<file path="config.mk">
export PLATFORM = sky130hd
export DESIGN_NAME = fsi_top
export DESIGN_NICKNAME = d
export VERILOG_FILES = /design/src/rtl/fsi_pkg.sv /design/src/rtl/fsi_parity.sv /design/src/rtl/fsi_top.sv
export SDC_FILE = /design/constraint.sdc
export NUM_CORES = 2
export LEC_CHECK = 0
export BUFFER_PORTS_ARGS = -buffer_cell sky130_fd_sc_hd__buf_2
export CAP_MARGIN = 20
export CORE_MARGIN = 1.5
export CORE_UTILIZATION = 52
export CTS_CLUSTER_DIAMETER = 50
export DETAILED_ROUTE_END_ITERATION = 8
export PLACE_DENSITY = 0.8
export SYNTH_ARGS = -nofsm -noshare
export SYNTH_HDL_FRONTEND = slang
export SYNTH_HIERARCHICAL = 1
export SYNTH_SLANG_ARGS = --single-unit
</file>
<file path="constraint.sdc">
create_clock -name sys_clk -period 11 [get_ports sys_clk]
set_input_delay 1.1 -clock sys_clk [delete_from_list [all_inputs] [get_ports sys_clk]]
set_output_delay 1.1 -clock sys_clk [all_outputs]
set_load 0.05 [all_outputs]
</file>
<file path="src/rtl/fsi_pkg.sv">
package fsi_pkg;

   // =========================================================
   // widths
   localparam int FSI_DATA_W = 32;
   localparam int FSI_ADR_W = 8;
   localparam int FSI_IRQ_W = 3;

   // =========================================================
   // register offsets (byte addresses)
   localparam logic [7:0] FSI_ADR_CTRL = 8'h00;
   localparam logic [7:0] FSI_ADR_STATUS = 8'h04;
   localparam logic [7:0] FSI_ADR_RESULT_C = 8'h08;
   localparam logic [7:0] FSI_ADR_TEMP_LO = 8'h0c;
   localparam logic [7:0] FSI_ADR_TEMP_HI = 8'h10;
   localparam logic [7:0] FSI_ADR_IRQ_STATUS = 8'h14;
   localparam logic [7:0] FSI_ADR_IRQ_CLEAR = 8'h18;
   localparam logic [7:0] FSI_ADR_IRQ_ENABLE = 8'h1c;

   // =========================================================
   // control register fields
   localparam int FSI_CTRL_SRC_LSB = 0;
   localparam int FSI_CTRL_PARITY_PER_BYTE_SELECT = 2;
   localparam int FSI_CTRL_EDGE = 3;
   localparam int FSI_CTRL_I6 = 4;
   localparam int FSI_CTRL_OP_LSB = 5;
   localparam int FSI_CTRL_TEMP_EN = 7;
   localparam int FSI_CTRL_W = 8;
   localparam logic [7:0] FSI_CTRL_RESET = 8'h00;

   // =========================================================
   // status register fields
   localparam int FSI_ST_EQ = 0;
   localparam int FSI_ST_GT = 1;
   localparam int FSI_ST_CHAINED_EXCEPTION_FLAG = 2;

   // =========================================================
   // interrupt bits, same layout in status, clear and enable
   localparam int FSI_IRQ_CHAINED_EXCEPTION_FLAG = 0;
   localparam int FSI_IRQ_CLOAD = 1;
   localparam int FSI_IRQ_TEMP = 2;
   localparam logic [2:0] FSI_IRQ_RESET = 3'h0;

   localparam logic [31:0] FSI_WORD_RESET = 32'h0000_0000;
   localparam logic [63:0] FSI_TEMP_RESET = 64'h0000_0000_0000_0000;

   // =========================================================
   // operand source configuration
   typedef enum logic [1:0] {
      FSI_SRC_BUSES = 2'b00,
      FSI_SRC_TEMP_A = 2'b01,
      FSI_SRC_TEMP_AB = 2'b10,
      FSI_SRC_TEMP_B = 2'b11
   } fsi_src_e;

   // =========================================================
   // alu operations
   typedef enum logic [1:0] {
      FSI_OP_COMPARE = 2'b00,
      FSI_OP_ADD = 2'b01,
      FSI_OP_SUB = 2'b10,
      FSI_OP_CHAIN = 2'b11
   } fsi_op_e;

endpackage

</file>
<file path="src/rtl/fsi_parity.sv">
`timescale 1ns/1ps
module fsi_parity
   import fsi_pkg::*;
#(
   parameter int WIDTH = FSI_DATA_W
) (
   input wire logic sys_clk,
   input wire logic rst,
   input wire logic load,
   input wire logic per_byte,
   input wire logic [WIDTH-1:0] data,
   output logic [WIDTH/8-1:0] parity
);

   initial begin
      if (WIDTH % 8 != 0 || WIDTH < 8) begin
         $error("fsi_parity: WIDTH must be a whole number of bytes");
      end
   end

   logic [WIDTH/8-1:0] byte_par;
   logic [WIDTH/8-1:0] next_parity;

   // =========================================================
   // even parity, per byte or over the whole word
   always_comb begin
      for (int i = 0; i < WIDTH/8; i++) begin
         byte_par[i] = ^data[i*8 +: 8];
      end
      // RULE4 byte mode
      // RULE5 word mode, bit 0 only
      next_parity = per_byte ? byte_par : {{(WIDTH/8-1){1'b0}}, ^data};
   end

   always_ff @(posedge sys_clk) begin
      if (rst) begin
         parity <= '0;
      end else if (load) begin
         parity <= next_parity;
      end
   end

endmodule

</file>
<file path="src/rtl/fsi_top.sv">
// Overview of operation
// RULE1 - during a compare the equal flag goes high when both operands match.
// RULE2 - for any other operation the equal flag goes high when the result is zero.
// RULE3 - the greater flag goes high when the first operand exceeds the second.
// RULE4 - with byte parity selected each bus gets four parity bits, one per byte.
// RULE5 - with byte parity off each bus gets one parity bit over the whole word.
// RULE6 - a chained exception raises the exception flag, naming the multiplier when bit six is low.
// RULE7 - with bit six high the exception flag names the adder as the source.
// RULE8 - all datapath registers follow the master clock except the result register on its own clock.
// RULE9 - the temporary register loads on the master rising edge, or the falling one when selected.
// RULE10 - a two-bit setting picks each operand register's source from the two buses or the temporary.
// RULE11 - the first bus can be latched into the 64-bit temporary register.
// RULE12 - the first bus can also load an operand register directly.
// RULE13 - the second bus behaves the same way as the first.
// RULE14 - comparison and exception flags update on the master clock together with their result.
`timescale 1ns/1ps
module fsi_top
   import fsi_pkg::*;
#(
   parameter int DATA_W = FSI_DATA_W
) (
   input wire logic sys_clk,
   input wire logic rst,
   // wishbone classic slave
   input wire logic wb_cyc,
   input wire logic wb_stb,
   input wire logic wb_we,
   input wire logic [FSI_ADR_W-1:0] wb_adr,
   input wire logic [3:0] wb_sel,
   input wire logic [31:0] wb_dat_w,
   output logic [31:0] wb_dat_r,
   output logic wb_ack,
   // device pins
   input wire logic master_clock,
   input wire logic result_register_clock,
   input wire logic [DATA_W-1:0] input_bus_first,
   input wire logic [DATA_W-1:0] input_bus_second,
   output logic operands_equal_or_zero,
   output logic first_greater_flag,
   output logic chained_exception_flag,
   output logic [DATA_W/8-1:0] parity_first,
   output logic [DATA_W/8-1:0] parity_second,
   output logic [DATA_W-1:0] result_c,
   output logic irq
);

   initial begin
      if (DATA_W != FSI_DATA_W) begin
         $error("fsi_top: DATA_W must be 32, registers hold one bus word");
      end
   end

   // =========================================================
   // functions
   function automatic logic [31:0] merge_sel(input logic [31:0] old_v, input logic [31:0] new_v,
                                             input logic [3:0] sel);
      logic [31:0] r;
      r = old_v;
      for (int i = 0; i < 4; i++) begin
         if (sel[i]) begin
            r[i*8 +: 8] = new_v[i*8 +: 8];
         end
      end
      return r;
   endfunction

   function automatic logic rise_of(input logic now_v, input logic old_v);
      return now_v & ~old_v;
   endfunction

   // =========================================================
   // clock pin synchronisers
   // the master and result clocks arrive as pins; sampling them keeps one clock
   // domain at the cost of needing them well below half of sys_clk
   logic [2:0] mclk_sync;
   logic [2:0] cclk_sync;

   always_ff @(posedge sys_clk) begin
      if (rst) begin
         mclk_sync <= 3'h0;
         cclk_sync <= 3'h0;
      end else begin
         mclk_sync <= {mclk_sync[1:0], master_clock};
         cclk_sync <= {cclk_sync[1:0], result_register_clock};
      end
   end

   wire mclk_rise = rise_of(mclk_sync[1], mclk_sync[2]);
   wire mclk_fall = rise_of(mclk_sync[2], mclk_sync[1]);
   wire cclk_rise = rise_of(cclk_sync[1], cclk_sync[2]);

   // =========================================================
   // software registers
   logic [FSI_CTRL_W-1:0] ctrl;
   logic [FSI_IRQ_W-1:0] irq_status;
   logic [FSI_IRQ_W-1:0] irq_enable;

   wire bus_req = wb_cyc & wb_stb & ~wb_ack;
   wire wr_fire = bus_req & wb_we;
   wire hit_ctrl = wb_adr == FSI_ADR_CTRL;
   wire hit_clear = wb_adr == FSI_ADR_IRQ_CLEAR;
   wire hit_enable = wb_adr == FSI_ADR_IRQ_ENABLE;

   wire [31:0] ctrl_merged = merge_sel({24'h00_0000, ctrl}, wb_dat_w, wb_sel);
   wire [31:0] enable_merged = merge_sel({29'h0, irq_enable}, wb_dat_w, wb_sel);
   wire [31:0] clear_word = merge_sel(32'h0000_0000, wb_dat_w, wb_sel);
   wire [FSI_IRQ_W-1:0] irq_clear = (wr_fire & hit_clear) ? clear_word[FSI_IRQ_W-1:0] : '0;

   wire [1:0] src_sel = ctrl[FSI_CTRL_SRC_LSB +: 2];
   wire byte_parity = ctrl[FSI_CTRL_PARITY_PER_BYTE_SELECT];
   wire temp_edge_sel = ctrl[FSI_CTRL_EDGE];
   wire instruction_bit_six = ctrl[FSI_CTRL_I6];
   wire [1:0] op_sel = ctrl[FSI_CTRL_OP_LSB +: 2];
   wire temp_enable = ctrl[FSI_CTRL_TEMP_EN];

   // =========================================================
   // temporary register
   logic [2*DATA_W-1:0] temp_reg;

   // RULE9 edge choice
   wire temp_edge = temp_edge_sel ? mclk_fall : mclk_rise;
   wire temp_fire = temp_enable & temp_edge;

   // RULE11 first bus to low word
   // RULE13 second bus to high word
   always_ff @(posedge sys_clk) begin
      if (rst) begin
         temp_reg <= FSI_TEMP_RESET;
      end else if (temp_fire) begin
         temp_reg <= {input_bus_second, input_bus_first};
      end
   end

   // =========================================================
   // operand registers
   logic [DATA_W-1:0] operand_reg_first;
   logic [DATA_W-1:0] operand_reg_second;
   wire [DATA_W-1:0] temp_lo = temp_reg[DATA_W-1:0];
   wire [DATA_W-1:0] temp_hi = temp_reg[2*DATA_W-1:DATA_W];

   // RULE10 source select
   // RULE12 direct load from the first bus
   wire a_from_temp = (src_sel == FSI_SRC_TEMP_A) || (src_sel == FSI_SRC_TEMP_AB);
   wire b_from_temp = (src_sel == FSI_SRC_TEMP_AB) || (src_sel == FSI_SRC_TEMP_B);
   wire [DATA_W-1:0] next_operand_first = a_from_temp ? temp_lo : input_bus_first;
   // RULE13 direct load from the second bus
   wire [DATA_W-1:0] next_operand_second = b_from_temp ? temp_hi : input_bus_second;

   // RULE8 master clock edge
   always_ff @(posedge sys_clk) begin
      if (rst) begin
         operand_reg_first <= FSI_WORD_RESET;
         operand_reg_second <= FSI_WORD_RESET;
      end else if (mclk_rise) begin
         operand_reg_first <= next_operand_first;
         operand_reg_second <= next_operand_second;
      end
   end

   // =========================================================
   // input parity
   fsi_parity #(
      .WIDTH(DATA_W)
   ) u_parity_first (
      .sys_clk(sys_clk),
      .rst(rst),
      .load(mclk_rise),
      .per_byte(byte_parity),
      .data(input_bus_first),
      .parity(parity_first)
   );

   fsi_parity #(
      .WIDTH(DATA_W)
   ) u_parity_second (
      .sys_clk(sys_clk),
      .rst(rst),
      .load(mclk_rise),
      .per_byte(byte_parity),
      .data(input_bus_second),
      .parity(parity_second)
   );

   // =========================================================
   // alu and multiplier, unsigned integer
   wire [2*DATA_W-1:0] product = operand_reg_first * operand_reg_second;
   wire [DATA_W:0] sum_add = {1'b0, operand_reg_first} + {1'b0, operand_reg_second};
   wire [DATA_W:0] sum_sub = {1'b0, operand_reg_first} - {1'b0, operand_reg_second};
   // chained: product low word plus first operand
   wire [DATA_W:0] sum_chain = {1'b0, product[DATA_W-1:0]} + {1'b0, operand_reg_first};
   wire mul_overflow = |product[2*DATA_W-1:DATA_W];
   wire is_compare = op_sel == FSI_OP_COMPARE;
   wire is_chain = op_sel == FSI_OP_CHAIN;

   logic [DATA_W-1:0] next_result;
   logic alu_overflow;

   always_comb begin
      unique case (op_sel)
         FSI_OP_COMPARE: begin
            next_result = sum_sub[DATA_W-1:0];
            alu_overflow = 1'b0;
         end
         FSI_OP_ADD: begin
            next_result = sum_add[DATA_W-1:0];
            alu_overflow = sum_add[DATA_W];
         end
         FSI_OP_SUB: begin
            next_result = sum_sub[DATA_W-1:0];
            alu_overflow = sum_sub[DATA_W];
         end
         FSI_OP_CHAIN: begin
            next_result = sum_chain[DATA_W-1:0];
            alu_overflow = sum_chain[DATA_W];
         end
      endcase
   end

   // RULE1 compare equality
   // RULE2 zero detect otherwise
   wire next_equal = is_compare ? (operand_reg_first == operand_reg_second) : (next_result == '0);
   // RULE3 greater than
   wire next_greater = operand_reg_first > operand_reg_second;
   // RULE6 multiplier source when bit six low
   // RULE7 adder source when bit six high
   wire next_chained_exception_flag = is_chain & (instruction_bit_six ? alu_overflow : mul_overflow);

   // =========================================================
   // result and status, one master edge after the operands
   logic [DATA_W-1:0] result_reg;

   // RULE14 flags beside their result
   always_ff @(posedge sys_clk) begin
      if (rst) begin
         result_reg <= FSI_WORD_RESET;
         operands_equal_or_zero <= 1'b0;
         first_greater_flag <= 1'b0;
         chained_exception_flag <= 1'b0;
      end else if (mclk_rise) begin
         result_reg <= next_result;
         operands_equal_or_zero <= next_equal;
         first_greater_flag <= next_greater;
         chained_exception_flag <= next_chained_exception_flag;
      end
   end

   // RULE8 result register on its own clock
   always_ff @(posedge sys_clk) begin
      if (rst) begin
         result_c <= FSI_WORD_RESET;
      end else if (cclk_rise) begin
         result_c <= result_reg;
      end
   end

   // =========================================================
   // interrupts; a new event beats a clear in the same cycle
   wire [FSI_IRQ_W-1:0] irq_event = {temp_fire, cclk_rise, mclk_rise & next_chained_exception_flag};
   wire [FSI_IRQ_W-1:0] next_irq_status = (irq_status & ~irq_clear) | irq_event;

   always_ff @(posedge sys_clk) begin
      if (rst) begin
         irq_status <= FSI_IRQ_RESET;
         irq <= 1'b0;
      end else begin
         irq_status <= next_irq_status;
         irq <= |(irq_status & irq_enable);
      end
   end

   // =========================================================
   // control writes
   always_ff @(posedge sys_clk) begin
      if (rst) begin
         ctrl <= FSI_CTRL_RESET;
         irq_enable <= FSI_IRQ_RESET;
      end else if (wr_fire) begin
         if (hit_ctrl) begin
            ctrl <= ctrl_merged[FSI_CTRL_W-1:0];
         end
         if (hit_enable) begin
            irq_enable <= enable_merged[FSI_IRQ_W-1:0];
         end
      end
   end

   // =========================================================
   // read mux; unmapped and write-only offsets read zero
   logic [31:0] read_word;

   always_comb begin
      read_word = 32'h0000_0000;
      case (wb_adr)
         FSI_ADR_CTRL: read_word = {24'h00_0000, ctrl};
         FSI_ADR_STATUS: read_word = {29'h0, chained_exception_flag, first_greater_flag,
                                      operands_equal_or_zero};
         FSI_ADR_RESULT_C: read_word = result_c;
         FSI_ADR_TEMP_LO: read_word = temp_lo;
         FSI_ADR_TEMP_HI: read_word = temp_hi;
         FSI_ADR_IRQ_STATUS: read_word = {29'h0, irq_status};
         FSI_ADR_IRQ_ENABLE: read_word = {29'h0, irq_enable};
         default: read_word = 32'h0000_0000;
      endcase
   end

   // every access is answered one cycle after it starts
   always_ff @(posedge sys_clk) begin
      if (rst) begin
         wb_ack <= 1'b0;
         wb_dat_r <= FSI_WORD_RESET;
      end else begin
         wb_ack <= bus_req;
         if (bus_req && !wb_we) begin
            wb_dat_r <= read_word;
         end
      end
   end

endmodule

</file>
==> results_dict.tcl <==
set metrics [dict create \
    cts_setup_buffers 0 \
    detailedPlace.worstSlack_ps 1076 \
    postSynth.asyncResetShare 0 \
    p_total_mw 3.491 \
    worst_setup_path_end_kind "flip-flop" \
    outcome "complete, no violations" \
    clock_latency_on_the_worst_skew_pair_ps 620 \
    cts_made_buffers 31 \
    unrepaired_setup_endpoints_after_global_routing "no" \
    drt_iter0_markers 4121 \
    worstHoldPathType "flip-flop to flip-flop" \
    initial_antenna_violation_count 9 \
    final.setup.worst_slack_ps 811.2 \
    totalNegativeSetupSlack_ps 0 \
    synth_enable_flop_cells 0 \
    path_max_fanout 17 \
    die_width_um 315.9 \
    routed_via_density 5.903 \
    detail_route.first_pass.iterations 8 \
    synth.cell_area_mm2 0.05092 \
    portBuffers 164 \
    cellPowerDensity_mw_per_mm2 64.66 \
    route.detailed.wl_per_inst_um 21.73 \
    drive_above_1_share 0.06627 \
    reg2reg_setup_slack_ps 810 \
    synth_top_cells_by_count "sky130_fd_sc_hd__inv_1 (960), sky130_fd_sc_hd__fa_1 (899), sky130_fd_sc_hd__and2_1 (728), sky130_fd_sc_hd__nand2_1 (646), sky130_fd_sc_hd__ha_1 (363)" \
    crit_arrival_ps 10670 \
    drc 0 \
    ys_dominant_reg_cell "sky130_fd_sc_hd__dfxtp_1" \
    cts_root_buffer "sky130_fd_sc_hd__clkbuf_16" \
    layout-area-overhead-vs-synth_pct 6.027 \
    post_synth_top_area_cell "sky130_fd_sc_hd__fa_1" \
    nNetsFinal 7346 \
    grt_first_pass_wirelength_um 248900 \
    synthTopCellsByArea "sky130_fd_sc_hd__fa_1 (35%), sky130_fd_sc_hd__dfxtp_1 (10%), sky130_fd_sc_hd__and2_1 (8.9%)" \
    largest_net_degree_at_the_start_of_global_routing 134 \
    p_leak_nw 23.65 \
    std_cell_rows 114 \
    residual_antenna_violating_net_count_after_detailed_routing 0 \
    synth_top_family_by_area "adder cells" \
    vdd_drop_max_uv 128.7 \
    seq_area_frac_synth 0.1010 \
    synth.mux.area_fraction 0.01268 \
    final_hold_violating_endpoints 0 \
    largest_register_ff_count 64 \
    skew_ps 59.30 \
    synth_cell_types 98 \
    synth_simple_gate_area_share 0.1974 \
    yosysWarningCount 6 \
    fp.coreArea_mm2 0.09685 \
    avgSynthCellArea_um2 8.456 \
    global_route.overflow_total 0 \
    multi_input_comb_area_mm2 0.04073 \
    die-area_mm2 0.09982 \
    relSlewSlack 0.2844 \
    synth_seq_cells 257 \
    yosysMostFrequentCell "sky130_fd_sc_hd__inv_1" \
    synth_fp_nets 7399 \
    grt.total_usage 0.3204 \
    fmax_mhz 98.15 \
    report.final.slew_viol_count 0 \
    tightestPinTransition_ps 1066 \
    layout.area.seq_mm2 0.005146 \
    routabilityCongestion 1.022 \
    number_of_global_route_vias_before_repair 44470 \
    min_period_over_period 0.9263 \
    i_o_pins 192 \
    clkSlewWorstSetupHoldPaths_ps 60 \
    cts_sinks 257 \
    dp_hpwl_um 128600 \
    route.vias.total 42940 \
    critical_path.startpoint_type "flip-flop" \
    post_cts_resize_count 0 \
    synth-compound-area-share 0.1182 \
    ctsLongestPathBuffers 3 \
    critPathKind "flip-flop to flip-flop" \
    synth_largest_type_area_fraction 0.3534 \
    hold_buffers 0 \
    setup_viol 0 \
    final.fill_count 8547 \
    cts-htree-levels 1 \
    timing.max_cap.violations 0 \
    synthCells 6022 \
    critPathRequiredTime_ps 11480 \
    start_util 0.5258 \
    cts_tree "built" \
    die_height_um 315.9 \
    routed_wl_um 158100 \
    final.min_clock_period_ps 10190 \
    synth_xor_xnor_area_share 0.02838 \
    synth-adder-area-share 0.4426 \
]
[worst max-delay path, stage by stage (launching register included)]
cell	delay [ps]
sky130_fd_sc_hd__dfxtp_1	980
sky130_fd_sc_hd__ha_1	630
sky130_fd_sc_hd__fa_1	510
sky130_fd_sc_hd__inv_1	80
sky130_fd_sc_hd__fa_1	440
sky130_fd_sc_hd__fa_1	540
sky130_fd_sc_hd__inv_1	60
sky130_fd_sc_hd__fa_1	450
sky130_fd_sc_hd__fa_1	500
sky130_fd_sc_hd__fa_1	570
sky130_fd_sc_hd__fa_1	450
sky130_fd_sc_hd__fa_1	460
sky130_fd_sc_hd__ha_1	400
sky130_fd_sc_hd__nand4_1	270
sky130_fd_sc_hd__or3_1	380
sky130_fd_sc_hd__or4b_1	630
sky130_fd_sc_hd__nand3_1	180
sky130_fd_sc_hd__xor2_1	170
sky130_fd_sc_hd__ha_1	300
sky130_fd_sc_hd__a21o_1	180
sky130_fd_sc_hd__a221o_1	360
sky130_fd_sc_hd__o31a_1	310
sky130_fd_sc_hd__xor2_1	160
sky130_fd_sc_hd__nand2_1	80
sky130_fd_sc_hd__o2111a_1	270
sky130_fd_sc_hd__or3b_2	470
sky130_fd_sc_hd__o31ai_1	200
[path summary, 6_finish.rpt]
| check | end | cells after the start | startpoint |
|---|---|---|---|
| setup / recovery | operands_equal_or_zero | 26 | operand_reg_first[11] |
| hold / removal | result_c[31] | 2 | result_reg[31] |
| setup reg to reg | operands_equal_or_zero | 26 | operand_reg_first[11] |
| hold reg to reg | result_c[31] | 2 | result_reg[31] |
[metal layers]
metal | GRT usage | vias to the layer above | wire, µm
met2 | 0.5051 | 2189 | 70820
met5 | 0 | - | 13
met3 | 0.04834 | 354 | 16250
li1 | - | 18930 | -
met1 | 0.4490 | 21460 | 64620
met4 | 0.1152 | 2 | 6369
[power by group]
group | total [mW] | switching (mW) | internal, mW
clock | 1.00 | 0.448 | 0.556
combinational | 1.47 | 0.938 | 0.533
sequential | 1.02 | 0.0613 | 0.954
total | 3.49 | 1.45 | 2.04
[kinds of logic after synthesis]
kind of cell | count (synthesis)
muxes | 64
and+or+nand+nor | 2013
xor gates and xnor gates | 165
AOI/OAI and AO/OA | 922
buffers and inverters | 1339
adders and majority gates | 1262
DFF | 257
[placed cells by master (no fill, tap or decap), drive strengths merged, types with 15 or more instances in the layout]
cell,instances
a211oi,64
fa,899
dfxtp,257
a21oi,359
ha,363
nand4,57
a22oi,16
nand2,646
nand3,56
inv,967
o21bai,17
and3,21
a21o,38
a221oi,15
a31oi,24
and2,729
nor2b,24
nor2,343
a222oi,21
o31ai,17
nor4,21
nand2b,15
a311oi,39
clkbuf,41
nor3,52
xnor2,130
mux2i,60
o211ai,18
xor2,35
buf,288
o21ai,155
o21a,24
[layout make-up]
| class | count | share of cell area |
|---|---|---|
| timing repair buffer | 289 | 0.03492 |
| sequential | 257 | 0.09531 |
| clock buffer | 40 | 0.01573 |
| antenna | 6 | 0.0002781 |
| multi-input combinational | 4426 | 0.7543 |
| tap | 1276 | 0.02957 |
| inverter | 964 | 0.06706 |
| clock inverter | 15 | 0.002781 |
[stage by stage]
step	cell area [µm²]	std cells	hold WS (ps)	utilization
global placement	52870	7208	423.1	0.5459
global route	53990	7272	441.1	0.5575
detailed placement	52900	7209	433.2	0.5462
floorplan	50920	6022	413.8	-
finish	53990	7273	413.5	0.5575
CTS	53900	7264	408.5	0.5565
Note: power is estimated with default switching activity, not from simulation.
